## src/flash_host_consts.vh

```
`ifndef FLASH_HOST_CONSTS_VH
`define FLASH_HOST_CONSTS_VH
// ----------------------------------------------------------------
// Register offsets (byte addresses on the control bus)
// ----------------------------------------------------------------
`define REG_CTRL        8'h00
`define REG_ADDR        8'h04
`define REG_WDATA       8'h08
`define REG_RDATA       8'h0C
`define REG_STATUS      8'h10
`define REG_DIV         8'h14
// Control register fields
`define CTRL_GO_BIT     0
`define CTRL_MODE3_BIT  1
`define CTRL_OP_LSB     8
`define CTRL_OP_MSB     15
`define CTRL_NDATA_LSB  16
`define CTRL_NDATA_MSB  24
// Status register fields
`define STAT_BUSY_BIT   0
`define STAT_DONE_BIT   1
`define STAT_WP_BIT     2
`define STAT_HOLD_BIT   3
// ----------------------------------------------------------------
// Command opcodes
// ----------------------------------------------------------------
`define OP_READ         8'h03
`define OP_FAST_READ    8'h0B
`define OP_SSE_A        8'hD7
`define OP_SSE_B        8'h20
`define OP_SE           8'hD8
`define OP_CE           8'hC7
`define OP_PP           8'h02
`define OP_WREN         8'h06
`define OP_WRDI         8'h04
`define OP_PDOWN        8'hB9
`define OP_RDSR         8'h05
`define OP_WRSR         8'h01
`define OP_ID1          8'h9F
`define OP_ID2          8'hAB
// ----------------------------------------------------------------
// Field sizes and reset values
// ----------------------------------------------------------------
`define ADDR_MASK       24'h03FFFF
`define PAGE_BYTES      9'h100
`define DIV_RESET       8'h01
`define BUS_OKAY        2'h0
`define BUS_SLVERR      2'h2
`endif

```

## src/flash_host.v

```verilog
// Operation
// Chip select low frames each command
// Bytes sent MSB first, sampled rising
// Device output idle while host sends
// Read data shifted MSB first, falling
// Idle clock level picks mode 0/3
// Read: opcode plus three address bytes
// Fast read adds one dummy byte
// Normal read data follows fourth byte
// Fast read data follows fifth byte
// Address increments and wraps during read
// Raising chip select ends read
// Upper six address bits ignored
// Non-read commands end on byte boundary
// Erase opcodes with address or alone
// Erase regions of 4K or 64K
// Page program up to 256 bytes; ndata_ff allows up to 511 and is not checked
// Status read/write frame lengths
// Two identification read frames
// Power-down exit shares ID2 opcode
// Hold low suspends serial transfer
// Write-protect pin gates status protect
// Program and erase time limits
// Write enable and disable opcodes
// Power-down ignored during writes
// Busy bit shows internal write
// Enable latch cleared after writes
// Poll busy before next command
`timescale 1ns/10ps
`default_nettype none
`include "flash_host_consts.vh"
module flash_host (
    input  wire        aclk,
    input  wire        aresetn,
    input  wire [7:0]  s_axi_awaddr,
    input  wire        s_axi_awvalid,
    output reg         s_axi_awready,
    input  wire [31:0] s_axi_wdata,
    input  wire [3:0]  s_axi_wstrb,
    input  wire        s_axi_wvalid,
    output reg         s_axi_wready,
    output reg  [1:0]  s_axi_bresp,
    output reg         s_axi_bvalid,
    input  wire        s_axi_bready,
    input  wire [7:0]  s_axi_araddr,
    input  wire        s_axi_arvalid,
    output reg         s_axi_arready,
    output reg  [31:0] s_axi_rdata,
    output reg  [1:0]  s_axi_rresp,
    output reg         s_axi_rvalid,
    input  wire        s_axi_rready,
    output reg         cs_n_ff,
    output reg         sclk_ff,
    output reg         mosi_ff,
    input  wire        miso,
    output reg         wp_n_ff,
    output reg         hold_n_ff
);
    // ------------------------------------------------------------
    // State codes
    // ------------------------------------------------------------
    localparam [3:0] ST_IDLE  = 4'b0001;
    localparam [3:0] ST_SHIFT = 4'b0010;
    localparam [3:0] ST_LOAD  = 4'b0100;
    localparam [3:0] ST_END   = 4'b1000;

    reg  [3:0]  state_ff;
    reg  [7:0]  op_ff;
    reg  [23:0] addr_ff;
    reg  [31:0] wdata_ff;
    reg  [31:0] rdata_ff;
    reg  [8:0]  ndata_ff;
    reg         mode3_ff;
    reg         done_ff;
    reg  [7:0]  div_ff;
    reg  [7:0]  shreg_ff;
    reg  [2:0]  bit_ff;
    reg  [3:0]  hdr_ff;
    reg  [8:0]  dcnt_ff;
    reg  [3:0]  hdr_len_ff;
    reg         is_in_ff;
    reg         miso_m_ff;
    reg         miso_s_ff;
    reg         aw_hold_ff;
    reg         w_hold_ff;
    reg  [7:0]  awa_ff;
    reg  [31:0] wd_ff;
    wire        tick;

    // Header length per opcode (opcode + address/dummy bytes)
    function [3:0] hdr_len;
        input [7:0] op;
        begin
            case (op)
                `OP_READ, `OP_PP, `OP_SSE_A, `OP_SSE_B,
                `OP_SE, `OP_ID2: hdr_len = 4'h4;
                `OP_FAST_READ:   hdr_len = 4'h5;
                default:      hdr_len = 4'h1;
            endcase
        end
    endfunction

    // Opcodes whose data phase is read from the device
    function is_input;
        input [7:0] op;
        begin
            is_input = (op == `OP_READ) || (op == `OP_FAST_READ) ||
                       (op == `OP_RDSR) || (op == `OP_ID1) ||
                       (op == `OP_ID2);
        end
    endfunction

    // Byte to send for header index h
    function [7:0] hdr_byte;
        input [3:0]  h;
        input [7:0]  op;
        input [23:0] a;
        begin
            case (h)
                4'h0:    hdr_byte = op;
                4'h1:    hdr_byte = a[23:16];
                4'h2:    hdr_byte = a[15:8];
                4'h3:    hdr_byte = a[7:0];
                default: hdr_byte = 8'h00;
            endcase
        end
    endfunction

    // Next byte to send: header first, then write data low byte first
    wire [7:0] load_byte = (hdr_ff < hdr_len_ff) ?
                           hdr_byte(hdr_ff, op_ff, addr_ff) :
                           wdata_ff[8*dcnt_ff[1:0] +: 8];

    sclk_divider u_div (
        .aclk     (aclk),
        .aresetn  (aresetn),
        .run      (state_ff == ST_SHIFT),
        .half_div (div_ff),
        .tick_ff  (tick)
    );

    // ------------------------------------------------------------
    // Serial input synchroniser; needs a divider of 2 or more
    // ------------------------------------------------------------
    always @(posedge aclk) begin
        if (!aresetn) begin
            miso_m_ff <= 1'b0;
            miso_s_ff <= 1'b0;
        end else begin
            miso_m_ff <= miso;
            miso_s_ff <= miso_m_ff;
        end
    end

    // ------------------------------------------------------------
    // Control bus write channel
    // ------------------------------------------------------------
    wire do_write = aw_hold_ff && w_hold_ff && !s_axi_bvalid;
    wire start    = do_write && awa_ff == `REG_CTRL &&
                    wd_ff[`CTRL_GO_BIT] && state_ff == ST_IDLE;

    always @(posedge aclk) begin
        if (!aresetn) begin
            s_axi_awready <= 1'b0;
            s_axi_wready  <= 1'b0;
            s_axi_bvalid  <= 1'b0;
            s_axi_bresp   <= `BUS_OKAY;
            aw_hold_ff    <= 1'b0;
            w_hold_ff     <= 1'b0;
            awa_ff        <= 8'h00;
            wd_ff         <= 32'h00000000;
            addr_ff       <= 24'h000000;
            wdata_ff      <= 32'h00000000;
            div_ff        <= `DIV_RESET;
            wp_n_ff       <= 1'b1;
            hold_n_ff     <= 1'b1;
            op_ff         <= 8'h00;
            ndata_ff      <= 9'h000;
            mode3_ff      <= 1'b0;
        end else begin
            s_axi_awready <= !aw_hold_ff && s_axi_awvalid &&
                             !s_axi_awready;
            s_axi_wready  <= !w_hold_ff && s_axi_wvalid &&
                             !s_axi_wready;
            if (s_axi_awvalid && s_axi_awready) begin
                aw_hold_ff <= 1'b1;
                awa_ff     <= s_axi_awaddr;
            end
            if (s_axi_wvalid && s_axi_wready) begin
                w_hold_ff <= 1'b1;
                wd_ff     <= s_axi_wdata;
            end
            if (s_axi_bvalid && s_axi_bready)
                s_axi_bvalid <= 1'b0;
            if (do_write) begin
                aw_hold_ff   <= 1'b0;
                w_hold_ff    <= 1'b0;
                s_axi_bvalid <= 1'b1;
                s_axi_bresp  <= `BUS_OKAY;
                case (awa_ff)
                    `REG_CTRL: begin
                        if (start) begin
                            op_ff    <= wd_ff[`CTRL_OP_MSB:`CTRL_OP_LSB];
                            ndata_ff <= wd_ff[`CTRL_NDATA_MSB:
                                              `CTRL_NDATA_LSB];
                            mode3_ff <= wd_ff[`CTRL_MODE3_BIT];
                        end
                    end
                    `REG_ADDR:   addr_ff  <= wd_ff[23:0] & `ADDR_MASK;
                    `REG_WDATA:  wdata_ff <= wd_ff;
                    `REG_STATUS: begin
                        wp_n_ff   <= wd_ff[`STAT_WP_BIT];
                        hold_n_ff <= wd_ff[`STAT_HOLD_BIT];
                    end
                    `REG_DIV:    div_ff   <= wd_ff[7:0];
                    default:     s_axi_bresp <= `BUS_SLVERR;
                endcase
            end
        end
    end

    // ------------------------------------------------------------
    // Control bus read channel
    // ------------------------------------------------------------
    always @(posedge aclk) begin
        if (!aresetn) begin
            s_axi_arready <= 1'b0;
            s_axi_rvalid  <= 1'b0;
            s_axi_rdata   <= 32'h00000000;
            s_axi_rresp   <= `BUS_OKAY;
        end else begin
            s_axi_arready <= s_axi_arvalid && !s_axi_arready &&
                             !s_axi_rvalid;
            if (s_axi_rvalid && s_axi_rready)
                s_axi_rvalid <= 1'b0;
            if (s_axi_arvalid && s_axi_arready) begin
                s_axi_rvalid <= 1'b1;
                s_axi_rresp  <= `BUS_OKAY;
                case (s_axi_araddr)
                    `REG_CTRL:   s_axi_rdata <= {7'h00, ndata_ff,
                                                 op_ff, 6'h00,
                                                 mode3_ff, 1'b0};
                    `REG_ADDR:   s_axi_rdata <= {8'h00, addr_ff};
                    `REG_WDATA:  s_axi_rdata <= wdata_ff;
                    `REG_RDATA:  s_axi_rdata <= rdata_ff;
                    `REG_STATUS: s_axi_rdata <= {28'h0000000,
                                                 hold_n_ff, wp_n_ff,
                                                 done_ff,
                                                 state_ff != ST_IDLE};
                    `REG_DIV:    s_axi_rdata <= {24'h000000, div_ff};
                    default: begin
                        s_axi_rdata <= 32'h00000000;
                        s_axi_rresp <= `BUS_SLVERR;
                    end
                endcase
            end
        end
    end

    // ------------------------------------------------------------
    // Serial frame engine
    // ------------------------------------------------------------
    // Each tick toggles sclk while hold_n_ff is high; rising half samples, byte ends on 8th rise
    always @(posedge aclk) begin
        if (!aresetn) begin
            state_ff   <= ST_IDLE;
            cs_n_ff    <= 1'b1;
            sclk_ff    <= 1'b0;
            mosi_ff    <= 1'b0;
            shreg_ff   <= 8'h00;
            bit_ff     <= 3'h0;
            hdr_ff     <= 4'h0;
            hdr_len_ff <= 4'h1;
            dcnt_ff    <= 9'h000;
            is_in_ff   <= 1'b0;
            rdata_ff   <= 32'h00000000;
            done_ff    <= 1'b0;
        end else begin
            case (state_ff)
                ST_IDLE: begin
                    sclk_ff <= mode3_ff;
                    if (start) begin
                        done_ff  <= 1'b0;
                        sclk_ff  <= wd_ff[`CTRL_MODE3_BIT];
                        hdr_ff   <= 4'h0;
                        dcnt_ff  <= 9'h000;
                        state_ff <= ST_LOAD;
                        hdr_len_ff <= hdr_len(
                            wd_ff[`CTRL_OP_MSB:`CTRL_OP_LSB]);
                        is_in_ff <= is_input(
                            wd_ff[`CTRL_OP_MSB:`CTRL_OP_LSB]);
                    end
                end
                ST_LOAD: begin
                    cs_n_ff  <= 1'b0;
                    shreg_ff <= load_byte;
                    if (!sclk_ff)
                        mosi_ff <= load_byte[7];
                    bit_ff   <= 3'h7;
                    state_ff <= ST_SHIFT;
                end
                ST_SHIFT: begin
                    if (tick && hold_n_ff) begin
                        sclk_ff <= !sclk_ff;
                        if (sclk_ff) begin
                            mosi_ff <= shreg_ff[7];
                        end else begin
                            shreg_ff <= {shreg_ff[6:0], miso_s_ff};
                            bit_ff   <= bit_ff - 3'h1;
                            if (bit_ff == 3'h0) begin
                                if (hdr_ff >= hdr_len_ff) begin
                                    if (is_in_ff)
                                        rdata_ff <= {rdata_ff[23:0],
                                                     shreg_ff[6:0],
                                                     miso_s_ff};
                                    dcnt_ff <= dcnt_ff + 9'h001;
                                end else
                                    hdr_ff <= hdr_ff + 4'h1;
                                state_ff <= ST_END;
                            end
                        end
                    end
                end
                ST_END: begin
                    // Stop only on a whole byte
                    if (hdr_ff < hdr_len_ff ||
                        dcnt_ff < ndata_ff)
                        state_ff <= ST_LOAD;
                    else begin
                        cs_n_ff  <= 1'b1;
                        done_ff  <= 1'b1;
                        state_ff <= ST_IDLE;
                    end
                end
                default: state_ff <= ST_IDLE;
            endcase
        end
    end
endmodule // flash_host
`default_nettype wire

```

## src/sclk_divider.v

```verilog
`timescale 1ns/10ps
`default_nettype none
// ----------------------------------------------------------------
// Serial clock enable divider
// ----------------------------------------------------------------
module sclk_divider (
    input  wire       aclk,
    input  wire       aresetn,
    input  wire       run,
    input  wire [7:0] half_div,
    output reg        tick_ff
);
    reg [7:0] cnt_ff;

    // One-cycle pulse every half_div+1 cycles while running
    always @(posedge aclk) begin
        if (!aresetn || !run) begin
            cnt_ff  <= 8'h00;
            tick_ff <= 1'b0;
        end else if (cnt_ff >= half_div) begin
            cnt_ff  <= 8'h00;
            tick_ff <= 1'b1;
        end else begin
            cnt_ff  <= cnt_ff + 8'h01;
            tick_ff <= 1'b0;
        end
    end
endmodule // sclk_divider
`default_nettype wire

```

## config.mk

```make
export PLATFORM = sky130hd
export DESIGN_NAME = flash_host
export DESIGN_NICKNAME = d
export VERILOG_FILES = /design/src/flash_host.v /design/src/sclk_divider.v
export VERILOG_INCLUDE_DIRS = /design/src /design/src/src
export SDC_FILE = /design/constraint.sdc
export NUM_CORES = 1
export LEC_CHECK = 0
export BUFFER_PORTS_ARGS = -buffer_cell sky130_fd_sc_hd__buf_2
export CORE_ASPECT_RATIO = 0.7
export CORE_UTILIZATION = 39
export CTS_BUF_LIST = sky130_fd_sc_hd__clkbuf_4 sky130_fd_sc_hd__clkbuf_8 sky130_fd_sc_hd__clkbuf_16
export CTS_CLUSTER_SIZE = 14
export DETAILED_ROUTE_END_ITERATION = 8
export GPL_ROUTABILITY_DRIVEN = 0
export GPL_TIMING_DRIVEN = 0
export MAX_ROUTING_LAYER = met4
export SETUP_SLACK_MARGIN = 0.2
export SYNTH_ARGS = -nofsm -noshare
export SYNTH_HDL_FRONTEND = slang
export SYNTH_HIERARCHICAL = 1
export SYNTH_SLANG_ARGS = --single-unit
```

## constraint.sdc

```tcl
create_clock -name aclk -period 3.2 [get_ports aclk]
set_clock_uncertainty 0.15 [all_clocks]
set_input_delay 0.48 -clock aclk [delete_from_list [all_inputs] [get_ports aclk]]
set_output_delay 0.48 -clock aclk [all_outputs]
set_load 0.02 [all_outputs]
```

==> flow_metrics.env <==
export IMPL_max_vdd_ir_drop_v=0.0003601
export IMPL_synth_sequential_area_ratio=0.4413
export IMPL_clk_root_buffer_cell="sky130_fd_sc_hd__clkbuf_16"
export IMPL_clock_fmax_mhz=337.9
export IMPL_postRouteAntennaNets=0
export IMPL_end_kind="flip-flop"
export IMPL_io_pins=106
export IMPL_finalCritPeriodShare=0.9248
export IMPL_timing_final_ws_setup_ns=0.2408
export IMPL_fp_coreArea_sq_um=26900
export IMPL_final_setup_viol_count=0
export IMPL_final_net_count=1515
export IMPL_final_instance_count_excl_fill=1810
export IMPL_placed_instances=1765
export IMPL_largest_net_degree_at_the_start_of_global_routing=15
export IMPL_main_combinational_cell_family_by_area_after_synthesis="simple AND/OR/NAND/NOR gates"
export IMPL_num_rows=50
export IMPL_cts_made_buffers=25
export IMPL_drc=0
export IMPL_drive_above_1_share=0.1460
export IMPL_setup_worst_path_start_class="flip-flop"
export IMPL_grt_overflow=0
export IMPL_dieArea_sq_um=28250
export IMPL_number_of_global_route_vias_before_repair=9164
export IMPL_syn2layout_area_growth_pct=16.46
export IMPL_post_drt_via_cell_ratio=5.539
export IMPL_worst_endpoint_required_ns=3.43
export IMPL_initial_antenna_violation_count=1
export IMPL_muxShareOfSynthArea=0.06447
export IMPL_finalInstanceArea_sq_um=12520
export IMPL_finalWorstPathRequiredPeriod_ns=2.959
export IMPL_routed_via_count=10030
export IMPL_place_detailed_hpwl_mm=27.49
export IMPL_cts_tree="done"
export IMPL_cellLeakagePower_nw=4.515
export IMPL_placement_io_buffers=96
export IMPL_critPathMaxFanout=8
export IMPL_timing_hold_worst_start="s_axi_wdata[10]"
export IMPL_unrepaired_setup_endpoints_after_global_routing="no"
export IMPL_hold_viol=0
export IMPL_die_height_um=140.9
export IMPL_detail_route_wl_per_cell_um=19.92
export IMPL_max_cap_violations=0
export IMPL_r2r_worst_path_cells=5
export IMPL_post_synth_and_or_nand_nor_area_fraction=0.2188
export IMPL_number_of_library_cell_types_mapped_by_synthesis=76
export IMPL_synth_area_sq_um=10750
export IMPL_drt_iter0_markers=863
export IMPL_worstHoldPathType="input port to flip-flop"
export IMPL_outcome="finished clean"
export IMPL_synth_ff_latch_count=237
export IMPL_detail_route_wirelength_mm=36.06
export IMPL_grt_usage=0.2597
export IMPL_h_tree_lvls=1
export IMPL_compound_gate_portion_of_the_synthesized_area=0.1840
export IMPL_synthAdderAreaFrac=0.03026
export IMPL_arrival_ns=3.19
export IMPL_layout_core_utilization=0.4654
export IMPL_synth_async_sr_flop_share=0
export IMPL_worstSetupStartpoint="state_ff[1]$_SDFFE_PN0P_"
export IMPL_place_ws_ns=-0.1651
export IMPL_insertion_delay_ns=0.55
export IMPL_floorplan_initialDensity=0.3997
export IMPL_actual_slew_at_the_worst_max_slew_pin_ns=1.196
export IMPL_slew_limit_headroom=0.1911
export IMPL_timing_rr_start="state_ff[1]$_SDFFE_PN0P_"
export IMPL_yosys_warnings=6
export IMPL_syn_instance_count=1304
export IMPL_grt_pass1_wl_mm=54.37
export IMPL_timing_final_max_slew_violations=0
export IMPL_max_clock_path_buffers=3
export IMPL_die_width_um=200.5
export IMPL_synthesized_area_fraction_occupied_by_xor_and_xnor_cells=0.007332
export IMPL_synth_enable_flop_cells=0
export IMPL_min_path_cells=3
export IMPL_syn_area_per_cell_sq_um=8.245
export IMPL_setup_worst_path_class="flip-flop to flip-flop"
export IMPL_place_area_sq_um=11690
export IMPL_drtPass1Iterations=8
export IMPL_synth_flop_cell="sky130_fd_sc_hd__dfxtp_1"
export IMPL_clk_transition_reported_paths_ns=0.06
export IMPL_clock_sinks=237
export IMPL_pwr_density_cell_nw_per_um2=501.3
==> where the power goes <==
group | leakage (nW) | switching (mW) | total, mW | internal (mW)
logic | 2.19 | 0.224 | 0.333 | 0.109
clock network | 0.415 | 1.22 | 2.94 | 1.71
registers | 1.91 | 0.0294 | 3.01 | 2.98
==> through the flow <==
step / total power [mW] / hold WS, ns / setup TNS [ns]
CTS: 6.304 / 0.008144 / 0
floorplan: 3.267 / 0.2619 / 0
global placement: 3.395 / 0.2710 / -1.088
detailed placement: 3.400 / 0.2798 / -1.426
finish: 6.276 / 0.01579 / 0
global route: 6.465 / 0.02256 / 0
==> kinds of logic after synthesis <==
| kind of cell | after synthesis |
|---|---|
| AOI/OAI and AO/OA | 327 |
| xor gates and xnor gates | 9 |
| adders and majority gates | 26 |
| buffers and inverters | 132 |
| DFF | 237 |
| muxes | 59 |
| other | 1 |
| and+or+nand+nor | 513 |
==> metal layers <==
metal  vias to the layer above  track usage  part of all wire
met2                       428       0.3514              0.40
met3                        66      0.07097              0.10
li1                       4794            -                 -
met4                         0      0.07071             0.027
met1                      4738       0.3727              0.48
met5                         -            -                 0
==> timing repair <==
item | in CTS | in global routing
endpoints found under the setup margin | 0 | 1
gates resized for setup | 0 | 3
setup buffers | 0 | 0
hold endpoints to repair | 1 | 0
hold buffers | 1 | 0
==> cell usage in the layout (no fill, tap or decap), drive strengths merged, types with 11 or more instances in the layout <==
master	synthesis	layout
o22ai	22	22
ha	26	26
inv	36	37
dfxtp	237	237
clkbuf	68	101
mux2i	49	49
nor3	18	18
o21ai	49	49
buf	26	122
a22o	18	18
nand2	337	337
and2	13	13
a21oi	179	179
nand3	28	28
a211oi	11	11
nor2	39	39
==> critical path: stages, from the launching register on <==
cell and delay, ns:
sky130_fd_sc_hd__dfxtp_1 0.37, sky130_fd_sc_hd__nand2b_1 0.19, sky130_fd_sc_hd__nor3_1 0.68, sky130_fd_sc_hd__nand2_1 0.43
sky130_fd_sc_hd__nor3_1 0.80, sky130_fd_sc_hd__a221oi_1 0.16
==> sequential cells by signal, summed over array words and instances (netlist names), 2 cells and up <==
register      cells
hdr_len_ff        2
ndata_ff          9
s_axi_rdata      32
wd_ff            32
u_div/cnt_ff      8
rdata_ff         32
op_ff             8
state_ff          4
awa_ff            8
bit_ff            3
addr_ff          18
shreg_ff          8
hdr_ff            4
div_ff            8
wdata_ff         32
dcnt_ff           9
==> cell usage after synthesis (8+ instances only) <==
cell type                  count  share of area
sky130_fd_sc_hd__o22ai_1      22          0.013
sky130_fd_sc_hd__ha_1         26          0.030
sky130_fd_sc_hd__nand2_2      11         0.0064
sky130_fd_sc_hd__o21ai_0      41          0.019
sky130_fd_sc_hd__buf_4         8         0.0056
sky130_fd_sc_hd__mux2i_1      49          0.046
sky130_fd_sc_hd__dfxtp_1     237           0.44
sky130_fd_sc_hd__buf_2         9         0.0042
sky130_fd_sc_hd__a21oi_2      10         0.0081
sky130_fd_sc_hd__and2_1       13         0.0076
sky130_fd_sc_hd__a22o_1       18          0.015
sky130_fd_sc_hd__nand2_1     326           0.11
sky130_fd_sc_hd__nor2_1       38          0.013
sky130_fd_sc_hd__clkbuf_1     68          0.024
sky130_fd_sc_hd__inv_1        36          0.013
sky130_fd_sc_hd__nand2b_1      9         0.0052
sky130_fd_sc_hd__nand4_1      10         0.0058
sky130_fd_sc_hd__o21ai_1       8         0.0037
sky130_fd_sc_hd__a211oi_1     10         0.0070
sky130_fd_sc_hd__nand3_1      28          0.013
sky130_fd_sc_hd__nor3_1       17         0.0079
sky130_fd_sc_hd__mux4_2        8          0.017
sky130_fd_sc_hd__a21oi_1     169          0.079
==> final timing paths <==
| path | slack [ns] | endpoint |
|---|---|---|
| worst max-delay path | 0.24 | hdr_len_ff[2]$_SDFFE_PN0P_ |
| worst min-delay path | 0.02 | wd_ff[10]$_SDFFE_PN0P_ |
| worst max register to register | 0.24 | hdr_len_ff[2]$_SDFFE_PN0P_ |
| worst min register to register | 0.29 | miso_s_ff$_SDFF_PN0_ |
==> final cells by class <==
cell class | instances | area (sq um)
Fill cell | 2760 | 14380
Inverter | 38 | 143.9
Clock inverter | 10 | 103.9
Antenna cell | 1 | 2.502
Timing Repair Buffer | 97 | 490.5
Multi-Input combinational cell | 936 | 5436
Tap cell | 364 | 455.4
Clock buffer | 33 | 710.7
Sequential cell | 237 | 4745
Buffer | 94 | 432.9
No activity file was read; power rests on OpenSTA's default activity.
